$ cat src/rtl/iprp_pkg.sv
/*
 Package for the interrupt priority register pair: offsets, field layout, reset values and bus types.
 Assumes a 16-bit register set reached over a 32-bit Avalon-MM slave, one aligned word per register.
*/
package iprp_pkg;
	localparam int ADDR_W = 4;
	localparam logic [ADDR_W-1:0] OFS_PRIO_A = 4'h0;
	localparam logic [ADDR_W-1:0] OFS_PRIO_B = 4'h4;
	localparam int FIELD_W = 3;
	localparam int FIELDS = 4;
	localparam int REG_W = 16;
	localparam logic [FIELD_W-1:0] PRIO_RESET = 3'h4;
	localparam logic [FIELD_W-1:0] PRIO_OFF = 3'h0;
	localparam int POS_F0 = 12;
	localparam int POS_F1 = 8;
	localparam int POS_F2 = 4;
	localparam int POS_F3 = 0;
	localparam logic [REG_W-1:0] MASK_A = 16'h7770;
	localparam logic [REG_W-1:0] MASK_B = 16'h7777;
	localparam logic [31:0] READ_UNMAPPED = 32'h00000000;

	typedef struct packed {
		logic [FIELD_W-1:0] timerBPrio;
		logic [FIELD_W-1:0] compareBPrio;
		logic [FIELD_W-1:0] captureBPrio;
		logic [FIELD_W-1:0] serialAReceivePrio;
		logic [FIELD_W-1:0] syncSerialAEventPrio;
		logic [FIELD_W-1:0] syncSerialAFaultPrio;
		logic [FIELD_W-1:0] timerCPrio;
	} iprp_prio_type;

	typedef struct packed {
		logic read;
		logic write;
		logic [ADDR_W-1:0] address;
		logic [31:0] writedata;
		logic [3:0] byteenable;
	} iprp_req_type;
endpackage : iprp_pkg

$ cat src/rtl/iprp_field.sv
/*
 One 3-bit priority field: storage, write update and disable decode.
 Assumes write strobes come from the bus slave in the same clock domain.
*/
`timescale 1ns/100ps
`default_nettype none
module iprp_field
	import iprp_pkg::*;
(
	input wire logic ref_clk,
	input wire logic nrst,
	input wire logic wrEn,
	input wire logic [FIELD_W-1:0] wrData,
	output logic [FIELD_W-1:0] prio,
	output logic active
);
	logic [FIELD_W-1:0] prio_q, prio_d;
	logic active_q, active_d;

	always_comb begin
		prio_d = prio_q;
		if (wrEn) begin
			prio_d = wrData;
		end
		active_d = (prio_d != PRIO_OFF);
	end

	always_ff @(posedge ref_clk or negedge nrst) begin
		if (!nrst) begin
			prio_q <= PRIO_RESET;
			active_q <= 1'b1;
		end else begin
			prio_q <= prio_d;
			active_q <= active_d;
		end
	end

	assign prio = prio_q;
	assign active = active_q;

	chk_disable_tracks: assert property (@(posedge ref_clk) disable iff (!nrst)
		active_q == (prio_q != PRIO_OFF)) else $error("active flag disagrees with field");
endmodule : iprp_field
`default_nettype wire

$ cat src/rtl/iprp_regs.sv
/*
 Interrupt priority register pair with a 32-bit Avalon-MM slave.
 Assumes the arbiter uses the presented levels 1 to 7, 7 highest, and ignores disabled sources.
*/
// Decided for this implementation: the Avalon-MM interface to the registers and the placing of the registers.
// Summary of operation
// - First register bits 14-12 hold timer B priority, read and write.
// - First register bits 10-8 hold compare B priority, read and write.
// - First register bits 6-4 hold capture B priority, read and write.
// - Second register bits 10-8 sync serial event, bits 6-4 sync serial fault.
// - Second register bits 2-0 hold timer C priority.
// - Code 111 means level 7, the highest priority.
// - Code 001 means level 1; codes between map linearly.
// - Code 000 disables the source; it never requests.
// - Unimplemented bits ignore writes and read as zero.
// - Every field resets to 100, priority 4.
`timescale 1ns/100ps
`default_nettype none
module iprp_regs
	import iprp_pkg::*;
(
	input wire logic ref_clk,
	input wire logic nrst,
	input wire logic [ADDR_W-1:0] avs_address,
	input wire logic avs_read,
	input wire logic avs_write,
	input wire logic [31:0] avs_writedata,
	input wire logic [3:0] avs_byteenable,
	output logic [31:0] avs_readdata,
	output logic avs_waitrequest,
	output iprp_prio_type prioOut,
	output logic [6:0] srcActive
);
	localparam int NSRC = 7;
	localparam int POS [NSRC] = '{POS_F0, POS_F1, POS_F2, POS_F0, POS_F1, POS_F2, POS_F3};
	localparam bit IN_B [NSRC] = '{1'b0, 1'b0, 1'b0, 1'b1, 1'b1, 1'b1, 1'b1};

	initial begin
		if (ADDR_W < 3) begin
			$error("address too narrow for the register map");
		end
	end

	typedef enum logic [0:0] {
		IPRP_IDLE_ST = 1'b0,
		IPRP_DONE_ST = 1'b1
	} iprp_state_type;

	iprp_state_type state_q, state_d;
	logic [31:0] rdata_q, rdata_d;
	logic wait_q, wait_d;
	logic selA, selB, acc, wrA, wrB;
	logic rdA, rdB;
	logic fresh_q, fresh_d;
	logic [NSRC-1:0] wrEn;
	logic [FIELD_W-1:0] prio [NSRC];
	logic [NSRC-1:0] act;
	logic [REG_W-1:0] regA, regB;

	assign selA = (avs_address == OFS_PRIO_A);
	assign selB = (avs_address == OFS_PRIO_B);
	assign acc = avs_read | avs_write;
	assign wrA = avs_write && selA && (state_q == IPRP_IDLE_ST);
	assign wrB = avs_write && selB && (state_q == IPRP_IDLE_ST);
	assign rdA = avs_read && selA && (state_q == IPRP_IDLE_ST);
	assign rdB = avs_read && selB && (state_q == IPRP_IDLE_ST);

	genvar gi;
	generate
		for (gi = 0; gi < NSRC; gi++) begin : g_field
			// Fields of 14-12 and 10-8 live in byte lane 1, the rest in lane 0.
			localparam int LANE = (POS[gi] >= 8) ? 1 : 0;
			assign wrEn[gi] = (IN_B[gi] ? wrB : wrA) && avs_byteenable[LANE];
			iprp_field u_field (
				.ref_clk(ref_clk),
				.nrst(nrst),
				.wrEn(wrEn[gi]),
				.wrData(avs_writedata[POS[gi] +: FIELD_W]),
				.prio(prio[gi]),
				.active(act[gi])
			);
		end
	endgenerate

	always_comb begin
		regA = '0;
		regB = '0;
		regA[POS_F0 +: FIELD_W] = prio[0];
		regA[POS_F1 +: FIELD_W] = prio[1];
		regA[POS_F2 +: FIELD_W] = prio[2];
		regB[POS_F0 +: FIELD_W] = prio[3];
		regB[POS_F1 +: FIELD_W] = prio[4];
		regB[POS_F2 +: FIELD_W] = prio[5];
		regB[POS_F3 +: FIELD_W] = prio[6];
	end

	// Each access takes two cycles: the request is accepted, then answered with waitrequest low.
	always_comb begin
		state_d = state_q;
		rdata_d = rdata_q;
		wait_d = 1'b1;
		case (state_q)
			IPRP_IDLE_ST: begin
				if (acc) begin
					state_d = IPRP_DONE_ST;
					wait_d = 1'b0;
					if (selA) begin
						rdata_d = {16'h0000, regA & MASK_A};
					end else if (selB) begin
						rdata_d = {16'h0000, regB & MASK_B};
					end else begin
						rdata_d = READ_UNMAPPED;
					end
				end
			end
			IPRP_DONE_ST: begin
				state_d = IPRP_IDLE_ST;
			end
			default: begin
				state_d = IPRP_IDLE_ST;
			end
		endcase
	end

	always_ff @(posedge ref_clk or negedge nrst) begin
		if (!nrst) begin
			state_q <= IPRP_IDLE_ST;
			rdata_q <= 32'h00000000;
			wait_q <= 1'b1;
		end else begin
			state_q <= state_d;
			rdata_q <= rdata_d;
			wait_q <= wait_d;
		end
	end

	assign avs_readdata = rdata_q;
	assign avs_waitrequest = wait_q;
	// Field outputs come straight from each field's flip-flops.
	assign prioOut = '{prio[0], prio[1], prio[2], prio[3], prio[4], prio[5], prio[6]};
	assign srcActive = act;

	chk_write_next_cycle: assert property (@(posedge ref_clk) disable iff (!nrst)
		wrA && avs_byteenable[1] |=> prioOut.timerBPrio == $past(avs_writedata[14:12])) else
		$error("timer B field did not take the write");
	chk_compare_write: assert property (@(posedge ref_clk) disable iff (!nrst)
		wrA && avs_byteenable[1] |=> prioOut.compareBPrio == $past(avs_writedata[10:8])) else
		$error("compare B field did not take the write");
	chk_capture_write: assert property (@(posedge ref_clk) disable iff (!nrst)
		wrA && avs_byteenable[0] |=> prioOut.captureBPrio == $past(avs_writedata[6:4])) else
		$error("capture B field did not take the write");
	chk_receive_write: assert property (@(posedge ref_clk) disable iff (!nrst)
		wrB && avs_byteenable[1] |=> prioOut.serialAReceivePrio == $past(avs_writedata[14:12])) else
		$error("receive field did not take the write");
	chk_fault_write: assert property (@(posedge ref_clk) disable iff (!nrst)
		wrB && avs_byteenable[0] |=> prioOut.syncSerialAFaultPrio == $past(avs_writedata[6:4])) else
		$error("fault field did not take the write");
	chk_timerc_write: assert property (@(posedge ref_clk) disable iff (!nrst)
		wrB && avs_byteenable[0] |=> prioOut.timerCPrio == $past(avs_writedata[2:0])) else
		$error("timer C field did not take the write");
	chk_reserved_zero: assert property (@(posedge ref_clk) disable iff (!nrst)
		!avs_waitrequest |-> avs_readdata[31:15] == 17'h0 && avs_readdata[11] == 1'b0
		&& avs_readdata[7] == 1'b0) else $error("reserved bits read nonzero");
	chk_answer_once: assert property (@(posedge ref_clk) disable iff (!nrst)
		acc && state_q == IPRP_IDLE_ST |=> !avs_waitrequest ##1 avs_waitrequest) else
		$error("bus answer timing wrong");
	chk_unheld_write: assert property (@(posedge ref_clk) disable iff (!nrst)
		!wrB |=> $stable(prioOut.syncSerialAEventPrio)) else $error("event field changed without write");
	chk_active_level: assert property (@(posedge ref_clk) disable iff (!nrst)
		srcActive[6] == (prioOut.timerCPrio != PRIO_OFF)) else $error("disable decode wrong");

	// Marks the first cycle after reset so that the default levels can be checked once.
	always_comb begin
		fresh_d = 1'b0;
	end

	always_ff @(posedge ref_clk or negedge nrst) begin
		if (!nrst) begin
			fresh_q <= 1'b1;
		end else begin
			fresh_q <= fresh_d;
		end
	end

	// Every field leaves reset at the default level.
	chk_reset_default: assert property (@(posedge ref_clk) disable iff (!nrst)
		fresh_q
		|-> prioOut == {7{PRIO_RESET}})
		else $error("field not at default level after reset");

	chk_reset_active: assert property (@(posedge ref_clk) disable iff (!nrst)
		fresh_q
		|-> srcActive == 7'h7f)
		else $error("source not active after reset");

	// The event field takes a write in its byte lane.
	chk_event_write: assert property (@(posedge ref_clk) disable iff (!nrst)
		wrB && avs_byteenable[1]
		|=> prioOut.syncSerialAEventPrio == $past(avs_writedata[10:8]))
		else $error("event field did not take the write");

	// A field keeps its level unless its own register and lane are written.
	chk_timerb_hold: assert property (@(posedge ref_clk) disable iff (!nrst)
		!(wrA && avs_byteenable[1])
		|=> $stable(prioOut.timerBPrio))
		else $error("timer B field changed without write");

	chk_compare_hold: assert property (@(posedge ref_clk) disable iff (!nrst)
		!(wrA && avs_byteenable[1])
		|=> $stable(prioOut.compareBPrio))
		else $error("compare B field changed without write");

	chk_capture_hold: assert property (@(posedge ref_clk) disable iff (!nrst)
		!(wrA && avs_byteenable[0])
		|=> $stable(prioOut.captureBPrio))
		else $error("capture B field changed without write");

	chk_receive_hold: assert property (@(posedge ref_clk) disable iff (!nrst)
		!(wrB && avs_byteenable[1])
		|=> $stable(prioOut.serialAReceivePrio))
		else $error("receive field changed without write");

	chk_event_hold: assert property (@(posedge ref_clk) disable iff (!nrst)
		!(wrB && avs_byteenable[1])
		|=> $stable(prioOut.syncSerialAEventPrio))
		else $error("event field changed without write");

	chk_fault_hold: assert property (@(posedge ref_clk) disable iff (!nrst)
		!(wrB && avs_byteenable[0])
		|=> $stable(prioOut.syncSerialAFaultPrio))
		else $error("fault field changed without write");

	chk_timerc_hold: assert property (@(posedge ref_clk) disable iff (!nrst)
		!(wrB && avs_byteenable[0])
		|=> $stable(prioOut.timerCPrio))
		else $error("timer C field changed without write");

	// A read answers with the levels that stood when it was taken.
	chk_timerb_read: assert property (@(posedge ref_clk) disable iff (!nrst)
		rdA
		|=> avs_readdata[14:12] == $past(prioOut.timerBPrio))
		else $error("timer B field read back wrong");

	chk_compare_read: assert property (@(posedge ref_clk) disable iff (!nrst)
		rdA
		|=> avs_readdata[10:8] == $past(prioOut.compareBPrio))
		else $error("compare B field read back wrong");

	chk_capture_read: assert property (@(posedge ref_clk) disable iff (!nrst)
		rdA
		|=> avs_readdata[6:4] == $past(prioOut.captureBPrio))
		else $error("capture B field read back wrong");

	chk_receive_read: assert property (@(posedge ref_clk) disable iff (!nrst)
		rdB
		|=> avs_readdata[14:12] == $past(prioOut.serialAReceivePrio))
		else $error("receive field read back wrong");

	chk_event_read: assert property (@(posedge ref_clk) disable iff (!nrst)
		rdB
		|=> avs_readdata[10:8] == $past(prioOut.syncSerialAEventPrio))
		else $error("event field read back wrong");

	chk_fault_read: assert property (@(posedge ref_clk) disable iff (!nrst)
		rdB
		|=> avs_readdata[6:4] == $past(prioOut.syncSerialAFaultPrio))
		else $error("fault field read back wrong");

	chk_timerc_read: assert property (@(posedge ref_clk) disable iff (!nrst)
		rdB
		|=> avs_readdata[2:0] == $past(prioOut.timerCPrio))
		else $error("timer C field read back wrong");

	// Unimplemented bits of each register read as zero.
	chk_low_nibble_zero: assert property (@(posedge ref_clk) disable iff (!nrst)
		rdA
		|=> avs_readdata[3:0] == 4'h0)
		else $error("low bits of first register read nonzero");

	chk_bit3_zero: assert property (@(posedge ref_clk) disable iff (!nrst)
		rdB
		|=> avs_readdata[3] == 1'b0)
		else $error("bit 3 of second register read nonzero");

	chk_unmapped_read: assert property (@(posedge ref_clk) disable iff (!nrst)
		avs_read && !selA && !selB && state_q == IPRP_IDLE_ST
		|=> avs_readdata == READ_UNMAPPED)
		else $error("unmapped read not zero");

	// Each source is disabled exactly when its code is zero.
	chk_active_timerb: assert property (@(posedge ref_clk) disable iff (!nrst)
		srcActive[0] == (prioOut.timerBPrio != PRIO_OFF))
		else $error("timer B disable decode wrong");

	chk_active_compare: assert property (@(posedge ref_clk) disable iff (!nrst)
		srcActive[1] == (prioOut.compareBPrio != PRIO_OFF))
		else $error("compare B disable decode wrong");

	chk_active_capture: assert property (@(posedge ref_clk) disable iff (!nrst)
		srcActive[2] == (prioOut.captureBPrio != PRIO_OFF))
		else $error("capture B disable decode wrong");

	chk_active_receive: assert property (@(posedge ref_clk) disable iff (!nrst)
		srcActive[3] == (prioOut.serialAReceivePrio != PRIO_OFF))
		else $error("receive disable decode wrong");

	chk_active_event: assert property (@(posedge ref_clk) disable iff (!nrst)
		srcActive[4] == (prioOut.syncSerialAEventPrio != PRIO_OFF))
		else $error("event disable decode wrong");

	chk_active_fault: assert property (@(posedge ref_clk) disable iff (!nrst)
		srcActive[5] == (prioOut.syncSerialAFaultPrio != PRIO_OFF))
		else $error("fault disable decode wrong");

	// Waitrequest is low only in the answer cycle.
	chk_wait_answer: assert property (@(posedge ref_clk) disable iff (!nrst)
		!avs_waitrequest
		|-> state_q == IPRP_DONE_ST)
		else $error("waitrequest low outside the answer cycle");

	chk_answer_wait: assert property (@(posedge ref_clk) disable iff (!nrst)
		state_q == IPRP_DONE_ST
		|-> !avs_waitrequest)
		else $error("answer cycle without waitrequest low");

	cov_write_a: cover property (@(posedge ref_clk) disable iff (!nrst) wrA);
	cov_write_b: cover property (@(posedge ref_clk) disable iff (!nrst) wrB);
	cov_read_any: cover property (@(posedge ref_clk) disable iff (!nrst) avs_read ##1 !avs_waitrequest);
	cov_disable: cover property (@(posedge ref_clk) disable iff (!nrst) srcActive != 7'h7f);
	cov_top_level: cover property (@(posedge ref_clk) disable iff (!nrst) prioOut.timerCPrio == 3'h7);
endmodule : iprp_regs
`default_nettype wire

$ cat config.mk
export PLATFORM = sky130hd
export DESIGN_NAME = iprp_regs
export DESIGN_NICKNAME = d
export VERILOG_FILES = /design/src/rtl/iprp_pkg.sv /design/src/rtl/iprp_field.sv /design/src/rtl/iprp_regs.sv
export SDC_FILE = /design/constraint.sdc
export NUM_CORES = 1
export LEC_CHECK = 0
export BUFFER_PORTS_ARGS = -buffer_cell sky130_fd_sc_hd__buf_4
export CELL_PAD_IN_SITES_DETAIL_PLACEMENT = 0
export CELL_PAD_IN_SITES_GLOBAL_PLACEMENT = 1
export CORE_MARGIN = 3
export CORE_UTILIZATION = 33
export DETAILED_ROUTE_END_ITERATION = 10
export GPL_ROUTABILITY_DRIVEN = 0
export PLACE_DENSITY = 0.86
export SYNTH_ARGS = -nofsm -noshare
export SYNTH_HDL_FRONTEND = slang
export SYNTH_HIERARCHICAL = 1
export SYNTH_SLANG_ARGS = --single-unit
$ cat constraint.sdc
create_clock -name ref_clk -period 2.4 [get_ports ref_clk]
set_input_delay 0.24 -clock ref_clk [delete_from_list [all_inputs] [get_ports ref_clk]]
set_output_delay 0.24 -clock ref_clk [all_outputs]
set_load 0.1 [all_outputs]
==> flow_results.xml, run 1 <==
<?xml version="1.0" encoding="UTF-8"?>
<metrics>
  <group name="worst_setup_path">
    <metric name="ff2ff_path_depth" unit="">5</metric>
    <metric name="path_cells" unit="">nor2b_1, nand2_1, nor3_2, mux2_4, or3_1</metric>
    <metric name="crit_path_end_kind" unit="">flop</metric>
    <metric name="timing.critical_path.fanout_max" unit="">3</metric>
    <metric name="timing.critical_path.depth" unit="">5</metric>
    <metric name="worst_path_max_delay_cell" unit="">sky130_fd_sc_hd__dfrtp_1</metric>
    <metric name="start_kind" unit="">flop</metric>
    <metric name="cp.required" unit="ns">2.62</metric>
    <metric name="critical_path.startpoint" unit="">state_q</metric>
    <metric name="worst_ep_arrival_time" unit="ns">1.95</metric>
    <metric name="worst-r2r-setup-slack" unit="ns">0.67</metric>
    <metric name="timing.setup.critical_path_class" unit="">reg2reg</metric>
    <metric name="cp.buffers_inverters" unit="">0</metric>
    <metric name="crit_path_max_incr_delay" unit="ns">0.38</metric>
    <metric name="r2r_start" unit="">state_q</metric>
    <metric name="critical-path-top-delay-family" unit="">simple AND/OR/NAND/NOR gates</metric>
  </group>
  <group name="drt">
    <metric name="total_length_of_routed_wires" unit="um">3990</metric>
    <metric name="detailed_route_wire_length_per_cell" unit="um">14.2</metric>
    <metric name="drt_first_iter_violations" unit="">31</metric>
    <metric name="viasPerCell" unit="">4.35</metric>
    <metric name="antenna_violating_nets_post_route" unit="">0</metric>
    <metric name="vias" unit="">1228</metric>
    <metric name="detail_route.first_pass.iterations" unit="">4</metric>
    <metric name="remaining_routing_drc_violations" unit="">0</metric>
  </group>
  <group name="run_status">
    <metric name="outcome" unit="">completed</metric>
  </group>
  <group name="finish">
    <metric name="drive_gt1_frac" unit="">0.547</metric>
    <metric name="layout.cells.most_common" unit="">sky130_fd_sc_hd__buf_4</metric>
    <metric name="final_util" unit="">0.461</metric>
    <metric name="insertedDiodeCount" unit="">0</metric>
    <metric name="stdcell_area" unit="mm2">0.00245</metric>
    <metric name="flow.area_growth_from_synthesis" unit="%">30.3</metric>
    <metric name="nNetsFinal" unit="">256</metric>
    <metric name="filler_cell_count" unit="">521</metric>
    <metric name="mostFrequentLayoutCells" unit="">sky130_fd_sc_hd__buf_4 (65), sky130_fd_sc_hd__dfrtp_1 (27), sky130_fd_sc_hd__conb_1 (20), sky130_fd_sc_hd__nand2_1 (17), sky130_fd_sc_hd__dfstp_2 (15)</metric>
  </group>
  <group name="logic_synthesis">
    <metric name="share_of_flip_flops_with_an_asynchronous_set_or_reset" unit="">1.00</metric>
    <metric name="ys_ff_latch" unit="">42</metric>
    <metric name="yosysUniqueCellTypes" unit="">20</metric>
    <metric name="sequential_cell_area_fraction_in_the_yosys_report" unit="">0.570</metric>
    <metric name="most_frequently_used_flop_master_after_synthesis" unit="">sky130_fd_sc_hd__dfrtp_1</metric>
    <metric name="synth_cells" unit="">142</metric>
    <metric name="postSynthAreaPerCell" unit="um2">13.2</metric>
    <metric name="ys.warnings.count" unit="">6</metric>
    <metric name="syn-cell-area" unit="mm2">0.00188</metric>
    <metric name="post_synth_edffs" unit="">0</metric>
  </group>
  <group name="placed_design">
    <metric name="hpwlAfterDp" unit="um">3060</metric>
    <metric name="port_buffers" unit="">62</metric>
    <metric name="cell_area_after_placement" unit="mm2">0.00236</metric>
  </group>
  <group name="cts">
    <metric name="tritoncts.num_buffers" unit="">5</metric>
    <metric name="cts_setup_buffers" unit="">0</metric>
    <metric name="cts.root.buffer_cell" unit="">sky130_fd_sc_hd__clkbuf_8</metric>
    <metric name="cts_num_sinks" unit="">42</metric>
    <metric name="max-clock-path-buffers" unit="">2</metric>
    <metric name="clk_pin_slew_worst_paths" unit="ns">0.08</metric>
    <metric name="htree_num_levels" unit="">2</metric>
    <metric name="ctsResizeCount" unit="">0</metric>
    <metric name="tritoncts" unit="">built</metric>
    <metric name="total_of_hold_buffers_inserted_after_clock_tree_synthesis" unit="">1</metric>
    <metric name="clkLatencyLatePin" unit="ns">0.29</metric>
  </group>
  <group name="power_and_ir_drop">
    <metric name="peakVddDrop" unit="uV">533</metric>
    <metric name="pwr_density_cell" unit="mW/mm2">1100</metric>
    <metric name="static-leakage-power" unit="nW">1.21</metric>
    <metric name="p_total" unit="mW">2.68</metric>
  </group>
  <group name="timing">
    <metric name="post-route-period-util" unit="">0.722</metric>
    <metric name="worst_slew_margin_rel" unit="">0.664</metric>
    <metric name="worst-slew-pin-transition" unit="ns">0.505</metric>
    <metric name="rsz0062_at_grt" unit="">no</metric>
    <metric name="timing.final.max_slew_violations" unit="">0</metric>
    <metric name="worst_clock_skew" unit="ns">0.00658</metric>
    <metric name="timing.final.crit_period" unit="ns">1.73</metric>
    <metric name="hold_viol" unit="">0</metric>
    <metric name="setup_viol" unit="">0</metric>
    <metric name="max_freq" unit="MHz">577</metric>
    <metric name="fin_setup_tns" unit="ns">0</metric>
  </group>
  <group name="grt">
    <metric name="track_usage" unit="">0.125</metric>
    <metric name="first_global_vias" unit="">1225</metric>
    <metric name="globalRouteOverflowTotal" unit="">0</metric>
    <metric name="grt_first_pass_wirelength" unit="um">6030</metric>
    <metric name="initial_antenna_violation_count" unit="">0</metric>
    <metric name="largest_net_degree_at_the_start_of_global_routing" unit="">43</metric>
  </group>
  <group name="floorplan">
    <metric name="fp.dieArea" unit="mm2">0.00663</metric>
    <metric name="die_y" unit="um">81.4</metric>
    <metric name="floorplan.initialDensity" unit="">0.354</metric>
    <metric name="die_width" unit="um">81.4</metric>
    <metric name="io-pin-count" unit="">105</metric>
    <metric name="fp-row-count" unit="">26</metric>
    <metric name="core-area" unit="mm2">0.00530</metric>
  </group>
  <group name="min_path">
    <metric name="min_path_cells" unit="">2</metric>
    <metric name="hold_start" unit="">avs_writedata[2]</metric>
    <metric name="holdCritPathClass" unit="">in2reg</metric>
  </group>
  <group name="flow_run">
    <metric name="drv_cap" unit="">0</metric>
  </group>
</metrics>
metal layers:
layer	track usage	wire length [um]	part of all wire
met4	0.0355	14	0.0035
met1	0.150	1590	0.40
met5	0	0	0
met3	0.0471	328	0.082
met2	0.208	2060	0.51
report_power, final:
group	leakage, nW	internal [mW]	switching [mW]
registers	0.521	0.859	0.0661
clock network	0.0438	0.195	0.220
logic	0.648	0.264	1.08
cells in the mapped netlist (2+ instances only):
master / number / share of area
sky130_fd_sc_hd__o21ai_0: 3 / 0.0080
sky130_fd_sc_hd__mux2_2: 7 / 0.042
sky130_fd_sc_hd__buf_4: 20 / 0.080
sky130_fd_sc_hd__nand2_1: 17 / 0.034
sky130_fd_sc_hd__o21ai_1: 9 / 0.024
sky130_fd_sc_hd__dfstp_2: 15 / 0.21
sky130_fd_sc_hd__nor2_1: 2 / 0.0040
sky130_fd_sc_hd__mux2i_1: 9 / 0.048
sky130_fd_sc_hd__nor3_2: 3 / 0.016
sky130_fd_sc_hd__nand2_2: 2 / 0.0067
sky130_fd_sc_hd__or3_1: 7 / 0.023
sky130_fd_sc_hd__mux2_4: 14 / 0.11
sky130_fd_sc_hd__dfrtp_1: 27 / 0.36
path summary, 6_finish.rpt:
| check | endpoint |
|---|---|
| max in group asynchronous | g_field[0].u_field/active |
| min reg2reg | avs_readdata[0] |
| min | g_field[6].u_field/prio[2] |
| max reg2reg | g_field[2].u_field/active |
| max | g_field[2].u_field/active |
| min in group asynchronous | avs_readdata[5] |
sequential cells by signal, summed over array words and instances, names as in the netlist:
register                cells
avs_readdata               12
avs_waitrequest             1
g_field.u_field/active      7
g_field.u_field/prio       21
state_q                     1
cells by family after synthesis:
logic type,share of synthesized area
mux,0.202
simple gates,0.0933
buf+inv,0.0907
other cells,0.00200
compound gates,0.0420
flops,0.570
area by class of cell:
cell class,instances,area [um2],area share
Timing Repair Buffer,66,498,0.204
Clock inverter,2,10.0,0.00409
Inverter,1,3.75,0.00153
Clock buffer,5,68.8,0.0281
Sequential cell,42,1070,0.437
Multi-Input combinational cell,96,708,0.290
Tap cell,70,87.6,0.0358
stage by stage:
step | setup WS (ns) | instances | hold WS [ns]
floorplan | 0.567 | 161 | -0.0556
global placement | 0.450 | 274 | 0.247
detailed placement | 0.464 | 274 | 0.252
CTS | 0.640 | 282 | 0.187
global route | 0.590 | 282 | 0.184
finish | 0.667 | 282 | 0.196
Power figures use the tool's default switching activity.
==> inputs of run 2 (changes only) <==
Clock period 2.4 ns to 1.7 ns, I/O delays scaled along.
==> run 2 against run 1 <==
Compared with the run above:
- critical path type unchanged
- largest power group unchanged
- final cell count up 2.5%
- via count up 1.4%
- sequential share of layout area down 2.2 points
- wire length up 0.48%
- utilization up 2.4 points
- total power up 47%
- the flow now finishes with violations (negative setup slack)
- largest cell class unchanged
- die area unchanged
==> flow_results.xml, run 2 (same netlist as run 1, synthesis figures left out) <==
<?xml version="1.0" encoding="UTF-8"?>
<metrics>
  <group name="grt">
    <metric name="gr-usage-met2" unit="">0.211</metric>
    <metric name="grt_first_pass_wirelength" unit="um">6070</metric>
    <metric name="initial_antenna_violation_count" unit="">0</metric>
    <metric name="gr-max-usage-layer" unit="">met2</metric>
    <metric name="largest_net_degree_at_the_start_of_global_routing" unit="">43</metric>
    <metric name="globalRouteOverflowTotal" unit="">0</metric>
    <metric name="met1_grt_util" unit="">0.153</metric>
    <metric name="first_global_vias" unit="">1246</metric>
    <metric name="global_route.usage.met3" unit="">0.0318</metric>
    <metric name="track_usage" unit="">0.124</metric>
  </group>
  <group name="run_status">
    <metric name="failed_checks" unit="">negative setup slack</metric>
    <metric name="outcome" unit="">complete, but fails checks</metric>
  </group>
  <group name="cts">
    <metric name="tritoncts.num_buffers" unit="">5</metric>
    <metric name="clkLatencyLatePin" unit="ns">0.28</metric>
    <metric name="htree_num_levels" unit="">2</metric>
    <metric name="cts.root.buffer_cell" unit="">sky130_fd_sc_hd__clkbuf_8</metric>
    <metric name="cts_num_sinks" unit="">42</metric>
    <metric name="clk_pin_slew_worst_paths" unit="ns">0.07</metric>
    <metric name="tritoncts" unit="">built</metric>
    <metric name="max-clock-path-buffers" unit="">2</metric>
  </group>
  <group name="worst_setup_path">
    <metric name="crit_path_end_kind" unit="">flop</metric>
    <metric name="timing.rr.end" unit="">g_field[1].u_field/active</metric>
    <metric name="worst_ep_arrival_time" unit="ns">1.94</metric>
    <metric name="worst-r2r-setup-slack" unit="ns">-0.03</metric>
    <metric name="timing.critical_path.fanout_max" unit="">6</metric>
    <metric name="path_cells" unit="">nor2b_2, nand2_2, nor3_4, buf_12, mux2_4, or3_1</metric>
    <metric name="timing.setup.critical_path_class" unit="">reg2reg</metric>
    <metric name="cp.required" unit="ns">1.90</metric>
    <metric name="ff2ff_path_depth" unit="">6</metric>
    <metric name="crit_path_max_incr_delay" unit="ns">0.39</metric>
    <metric name="worst_path_max_delay_cell" unit="">sky130_fd_sc_hd__dfrtp_1</metric>
    <metric name="start_kind" unit="">flop</metric>
    <metric name="r2r_start" unit="">state_q</metric>
  </group>
  <group name="drt">
    <metric name="vias" unit="">1245</metric>
    <metric name="antenna_violating_nets_post_route" unit="">0</metric>
    <metric name="drt_first_iter_violations" unit="">14</metric>
    <metric name="total_length_of_routed_wires" unit="um">4010</metric>
    <metric name="remaining_routing_drc_violations" unit="">0</metric>
    <metric name="detailed_route_wire_length_per_cell" unit="um">13.9</metric>
    <metric name="detail_route.first_pass.iterations" unit="">3</metric>
    <metric name="viasPerCell" unit="">4.31</metric>
  </group>
  <group name="floorplan">
    <metric name="die_y" unit="um">81.4</metric>
    <metric name="fp.dieArea" unit="mm2">0.00663</metric>
    <metric name="fp-row-count" unit="">26</metric>
    <metric name="die_width" unit="um">81.4</metric>
    <metric name="core-area" unit="mm2">0.00530</metric>
    <metric name="floorplan.initialDensity" unit="">0.354</metric>
    <metric name="io-pin-count" unit="">105</metric>
  </group>
  <group name="placed_design">
    <metric name="cell_area_after_placement" unit="mm2">0.00244</metric>
    <metric name="port_buffers" unit="">62</metric>
    <metric name="hpwlAfterDp" unit="um">3030</metric>
  </group>
  <group name="min_path">
    <metric name="min_path_cells" unit="">2</metric>
    <metric name="min_delay_worst_endpoint" unit="">g_field[6].u_field/prio[2]</metric>
    <metric name="holdCritPathClass" unit="">in2reg</metric>
    <metric name="hold_start" unit="">avs_writedata[2]</metric>
  </group>
  <group name="power_and_ir_drop">
    <metric name="pwr_density_cell" unit="mW/mm2">1540</metric>
    <metric name="peakVddDrop" unit="uV">836</metric>
    <metric name="switching_power" unit="mW">1.92</metric>
    <metric name="p_comb_frac" unit="">0.484</metric>
    <metric name="power.internal" unit="mW">2.04</metric>
    <metric name="power.share.clock" unit="">0.187</metric>
    <metric name="p_total" unit="mW">3.95</metric>
    <metric name="netSwitchingFraction" unit="">0.485</metric>
    <metric name="sequential_power_share" unit="">0.330</metric>
    <metric name="static-leakage-power" unit="nW">1.27</metric>
  </group>
  <group name="finish">
    <metric name="filler_cell_count" unit="">504</metric>
    <metric name="insertedDiodeCount" unit="">0</metric>
    <metric name="flow.area_growth_from_synthesis" unit="%">37.2</metric>
    <metric name="largest_register_ffs" unit="">21</metric>
    <metric name="stdcell_area" unit="mm2">0.00257</metric>
    <metric name="nNetsFinal" unit="">262</metric>
    <metric name="layout.cells.most_common" unit="">sky130_fd_sc_hd__buf_4</metric>
    <metric name="drive_gt1_frac" unit="">0.575</metric>
    <metric name="final_util" unit="">0.486</metric>
    <metric name="mostFrequentLayoutCells" unit="">sky130_fd_sc_hd__buf_4 (68), sky130_fd_sc_hd__dfrtp_1 (27), sky130_fd_sc_hd__conb_1 (20), sky130_fd_sc_hd__nand2_1 (15), sky130_fd_sc_hd__dfstp_2 (15)</metric>
  </group>
  <group name="timing">
    <metric name="worst-slew-pin-transition" unit="ns">0.506</metric>
    <metric name="setup_viol" unit="">3</metric>
    <metric name="worst_slew_margin_rel" unit="">0.663</metric>
    <metric name="post-route-period-util" unit="">1.02</metric>
    <metric name="rsz0062_at_grt" unit="">yes</metric>
    <metric name="hold_viol" unit="">0</metric>
    <metric name="fin_setup_tns" unit="ns">-0.0636</metric>
    <metric name="timing.final.max_slew_violations" unit="">0</metric>
    <metric name="post-route-worst-setup-slack" unit="ns">-0.0335</metric>
    <metric name="max_freq" unit="MHz">577</metric>
    <metric name="timing.final.crit_period" unit="ns">1.73</metric>
    <metric name="worst_clock_skew" unit="ns">0.00732</metric>
  </group>
  <group name="flow_run">
    <metric name="drv_cap" unit="">0</metric>
  </group>
</metrics>
[run 2: cell types whose count changed in the layout (fill, tap and decap cells not counted), sizes merged]
| cell | delta |
|---|---|
| buf | +6 |
| clkbuf | +2 |
| bufinv | +1 |
| clkinv | -2 |
[run 2: worst max-delay path by stage]
stage,start,endpoint
CTS,state_q,g_field[1].u_field/active
global placement,avs_address[3],g_field[1].u_field/active
global route,state_q,g_field[2].u_field/active
finish,state_q,g_field[1].u_field/active
floorplan,state_q,g_field[3].u_field/active
detailed placement,avs_address[3],g_field[1].u_field/active
[run 2: area by class of cell]
cell class	instances	area, um2	share of cell area
well taps	70	87.6	0.0340
multi-input cells	96	727	0.282
inverters	1	3.75	0.00146
clock inverters	1	30.0	0.0117
repair buffers	72	581	0.225
clock buffers	7	76.3	0.0296
flip-flops and latches	42	1070	0.415
[run 2: power by group through the flow]
stage / logic (mW) / registers [mW] / clock network [mW]
5_1_grt: 1.97 / 1.33 / 0.814
4_1_cts: 1.92 / 1.31 / 0.768
3_5_place_dp: 1.91 / 1.32 / 0
6_report: 1.91 / 1.30 / 0.739
3_3_place_gp: 1.90 / 1.32 / 0
2_1_floorplan: 0.454 / 2.45 / 0
[run 2: critical path, delay by kind of cell, from the launching register on]
kind                   cells  cell delay (ns)
flip-flops                 1             0.39
buffers and inverters      1             0.16
multiplexers               1             0.30
AND/OR/NAND/NOR            4             0.81
[run 2: stage by stage]
| stage | worst slack, ns | std cells | hold WS (ns) |
|---|---|---|---|
| floorplan | 0.0246 | 161 | -0.126 |
| CTS | -0.0230 | 289 | 0.119 |
| global route | -0.109 | 289 | 0.116 |
| finish | -0.0335 | 289 | 0.134 |
| global placement | -0.115 | 279 | 0.173 |
| detailed placement | -0.133 | 279 | 0.182 |
[run 2: layer usage]
layer  wire length [um]  up-vias
met1               1620      604
li1                   -      599
met4                 23        0
met5                  0        -
met3                237        2
met2               2130       40
[run 2: what timing repair did]
action / in CTS / in global routing
hold endpoints to repair: 27 / 0
pin swaps: 5 / 2
setup buffers: 1 / 0
gates resized for setup: 2 / 1
endpoints found under the setup margin: 6 / 7
hold buffers: 1 / 0
==> inputs of run 3 (changes only) <==
Settings changed: CORE_UTILIZATION 33 to 35, HOLD_SLACK_MARGIN set to 0.1, PLACE_DENSITY 0.86 to 0.91.
Clock period 1.7 ns to 2.2 ns, I/O delays scaled along.
==> run 3 against run 2 <==
Compared with the run above:
- the flow now finishes without violations
- global-route usage grew 0.53 points
- fmax shrank 4.5%
- via count shrank 1.4%
- clock skew grew 0.0048 ns
- final area shrank 3.5%
- hold slack gained 0.048 ns
- utilization shrank 0.24 points
- final cell count shrank 2.1%
- register-to-register slack gained 0.42 ns
- sequential cell count is the same
==> flow_results.xml, run 3 (same netlist as run 1, synthesis figures left out) <==
<?xml version="1.0" encoding="UTF-8"?>
<metrics>
  <group name="power_and_ir_drop">
    <metric name="peakVddDrop" unit="uV">624</metric>
    <metric name="pwr_density_cell" unit="mW/mm2">1240</metric>
    <metric name="power.internal" unit="mW">1.60</metric>
    <metric name="sequential_power_share" unit="">0.327</metric>
    <metric name="static-leakage-power" unit="nW">1.23</metric>
    <metric name="netSwitchingFraction" unit="">0.484</metric>
    <metric name="p_comb_frac" unit="">0.474</metric>
    <metric name="switching_power" unit="mW">1.50</metric>
    <metric name="power.share.clock" unit="">0.199</metric>
  </group>
  <group name="floorplan">
    <metric name="fp.dieArea" unit="mm2">0.00628</metric>
    <metric name="core-area" unit="mm2">0.00514</metric>
    <metric name="io-pin-count" unit="">105</metric>
    <metric name="fp-row-count" unit="">26</metric>
    <metric name="die_y" unit="um">79.2</metric>
    <metric name="floorplan.initialDensity" unit="">0.365</metric>
    <metric name="die_width" unit="um">79.2</metric>
  </group>
  <group name="timing">
    <metric name="setup_viol" unit="">0</metric>
    <metric name="final.hold.worst_slack" unit="ns">0.183</metric>
    <metric name="worst-slew-pin-transition" unit="ns">0.519</metric>
    <metric name="hold_viol" unit="">0</metric>
    <metric name="post-route-worst-setup-slack" unit="ns">0.385</metric>
    <metric name="fin_setup_tns" unit="ns">0</metric>
    <metric name="timing.final.crit_period" unit="ns">1.82</metric>
    <metric name="worst_slew_margin_rel" unit="">0.654</metric>
    <metric name="worst_clock_skew" unit="ns">0.0121</metric>
    <metric name="post-route-period-util" unit="">0.825</metric>
    <metric name="timing.final.max_slew_violations" unit="">0</metric>
    <metric name="max_freq" unit="MHz">551</metric>
    <metric name="rsz0062_at_grt" unit="">no</metric>
  </group>
  <group name="grt">
    <metric name="first_global_vias" unit="">1296</metric>
    <metric name="globalRouteOverflowTotal" unit="">0</metric>
    <metric name="initial_antenna_violation_count" unit="">0</metric>
    <metric name="largest_net_degree_at_the_start_of_global_routing" unit="">43</metric>
    <metric name="track_usage" unit="">0.129</metric>
    <metric name="grt_first_pass_wirelength" unit="um">6170</metric>
  </group>
  <group name="placed_design">
    <metric name="place_ws" unit="ns">0.251</metric>
    <metric name="hpwlAfterDp" unit="um">2990</metric>
    <metric name="cell_area_after_placement" unit="mm2">0.00236</metric>
    <metric name="port_buffers" unit="">62</metric>
  </group>
  <group name="cts">
    <metric name="cts_num_sinks" unit="">42</metric>
    <metric name="ctsResizeCount" unit="">0</metric>
    <metric name="htree_num_levels" unit="">2</metric>
    <metric name="clk_pin_slew_worst_paths" unit="ns">0.08</metric>
    <metric name="clkLatencyLatePin" unit="ns">0.28</metric>
    <metric name="cts.root.buffer_cell" unit="">sky130_fd_sc_hd__clkbuf_8</metric>
    <metric name="max-clock-path-buffers" unit="">2</metric>
    <metric name="tritoncts" unit="">built</metric>
    <metric name="tritoncts.num_buffers" unit="">5</metric>
  </group>
  <group name="finish">
    <metric name="insertedDiodeCount" unit="">0</metric>
    <metric name="multi_input_comb_area" unit="um2">708</metric>
    <metric name="drive_gt1_frac" unit="">0.545</metric>
    <metric name="seqCellArea" unit="mm2">0.00107</metric>
    <metric name="flow.area_growth_from_synthesis" unit="%">32.3</metric>
    <metric name="largest_register_ffs" unit="">21</metric>
    <metric name="nNetsFinal" unit="">256</metric>
    <metric name="filler_cell_count" unit="">501</metric>
    <metric name="stdcell_area" unit="mm2">0.00248</metric>
    <metric name="layout.cells.most_common" unit="">sky130_fd_sc_hd__buf_4</metric>
    <metric name="mostFrequentLayoutCells" unit="">sky130_fd_sc_hd__buf_4 (65), sky130_fd_sc_hd__dfrtp_1 (27), sky130_fd_sc_hd__conb_1 (20), sky130_fd_sc_hd__nand2_1 (17), sky130_fd_sc_hd__dfstp_2 (15)</metric>
  </group>
  <group name="worst_setup_path">
    <metric name="worst_ep_arrival_time" unit="ns">2.02</metric>
    <metric name="timing.setup.critical_path_class" unit="">reg2reg</metric>
    <metric name="crit_path_end_kind" unit="">flop</metric>
    <metric name="ff2ff_path_depth" unit="">5</metric>
    <metric name="timing.critical_path.fanout_max" unit="">3</metric>
    <metric name="cp.required" unit="ns">2.41</metric>
    <metric name="start_kind" unit="">flop</metric>
  </group>
  <group name="min_path">
    <metric name="holdCritPathClass" unit="">in2reg</metric>
    <metric name="min_path_cells" unit="">2</metric>
  </group>
  <group name="drt">
    <metric name="total_length_of_routed_wires" unit="um">3960</metric>
    <metric name="drt_first_iter_violations" unit="">35</metric>
    <metric name="detailed_route_wire_length_per_cell" unit="um">14.0</metric>
    <metric name="detail_route.first_pass.iterations" unit="">4</metric>
    <metric name="viasPerCell" unit="">4.34</metric>
    <metric name="vias" unit="">1227</metric>
    <metric name="remaining_routing_drc_violations" unit="">0</metric>
    <metric name="antenna_violating_nets_post_route" unit="">0</metric>
  </group>
  <group name="run_status">
    <metric name="outcome" unit="">completed</metric>
  </group>
  <group name="flow_run">
    <metric name="drv_cap" unit="">0</metric>
  </group>
</metrics>
[run 3: changes by cell type in the layout (fill, tap and decap cells not counted), sizes merged]
cell,before,now
buf,71,65
[run 3: final timing paths]
path,startpoint,to,slack [ns]
max in group asynchronous,nrst,g_field[6].u_field/active,1.35
max reg2reg,state_q,g_field[2].u_field/active,0.38
min,avs_writedata[4],g_field[2].u_field/prio[0],0.18
min reg2reg,avs_readdata[0],avs_readdata[0],0.48
max,state_q,g_field[2].u_field/active,0.38
min in group asynchronous,nrst,avs_readdata[14],0.47
[run 3: per-layer routing]
metal,track usage,vias up,part of all wire
met4,0.0378,0,0.0035
met5,0,-,0
li1,-,584,-
met2,0.215,39,0.51
met1,0.157,602,0.42
met3,0.0465,2,0.064
[run 3: through the flow]
step,power (mW),std cells,utilization
after global placement,2.48,274,0.459
after CTS,3.12,283,0.483
after global routing,3.20,283,0.483
after detailed placement,2.49,274,0.459
final,3.09,283,0.483
after floorplan,2.24,161,-
[run 3: cell type report]
type	instances	area share
clock buffers	7	0.0348
clock inverters	1	0.0121
repair buffers	66	0.201
flip-flops and latches	42	0.431
well taps	70	0.0353
inverters	1	0.00151
multi-input cells	96	0.285
[run 3: timing repair]
action	4_1_cts	5_1_grt
hold buffers	1	0
hold endpoints to repair	27	0
setup endpoints to repair	0	0
setup buffers	0	0
[run 3: power groups by stage]
stage | registers (mW) | clock network [mW] | logic [mW]
after global placement | 1.02 | 0 | 1.46
after detailed placement | 1.02 | 0 | 1.47
after global routing | 1.03 | 0.664 | 1.50
final | 1.01 | 0.616 | 1.46
after floorplan | 1.90 | 0 | 0.349
after CTS | 1.01 | 0.633 | 1.47
[run 3: critical path: stages (launching register included)]
cell and delay (ns):
sky130_fd_sc_hd__dfrtp_1 0.39, sky130_fd_sc_hd__nor2b_1 0.18, sky130_fd_sc_hd__nand2_1 0.11, sky130_fd_sc_hd__nor3_2 0.35, sky130_fd_sc_hd__mux2_4 0.35, sky130_fd_sc_hd__or3_1 0.37
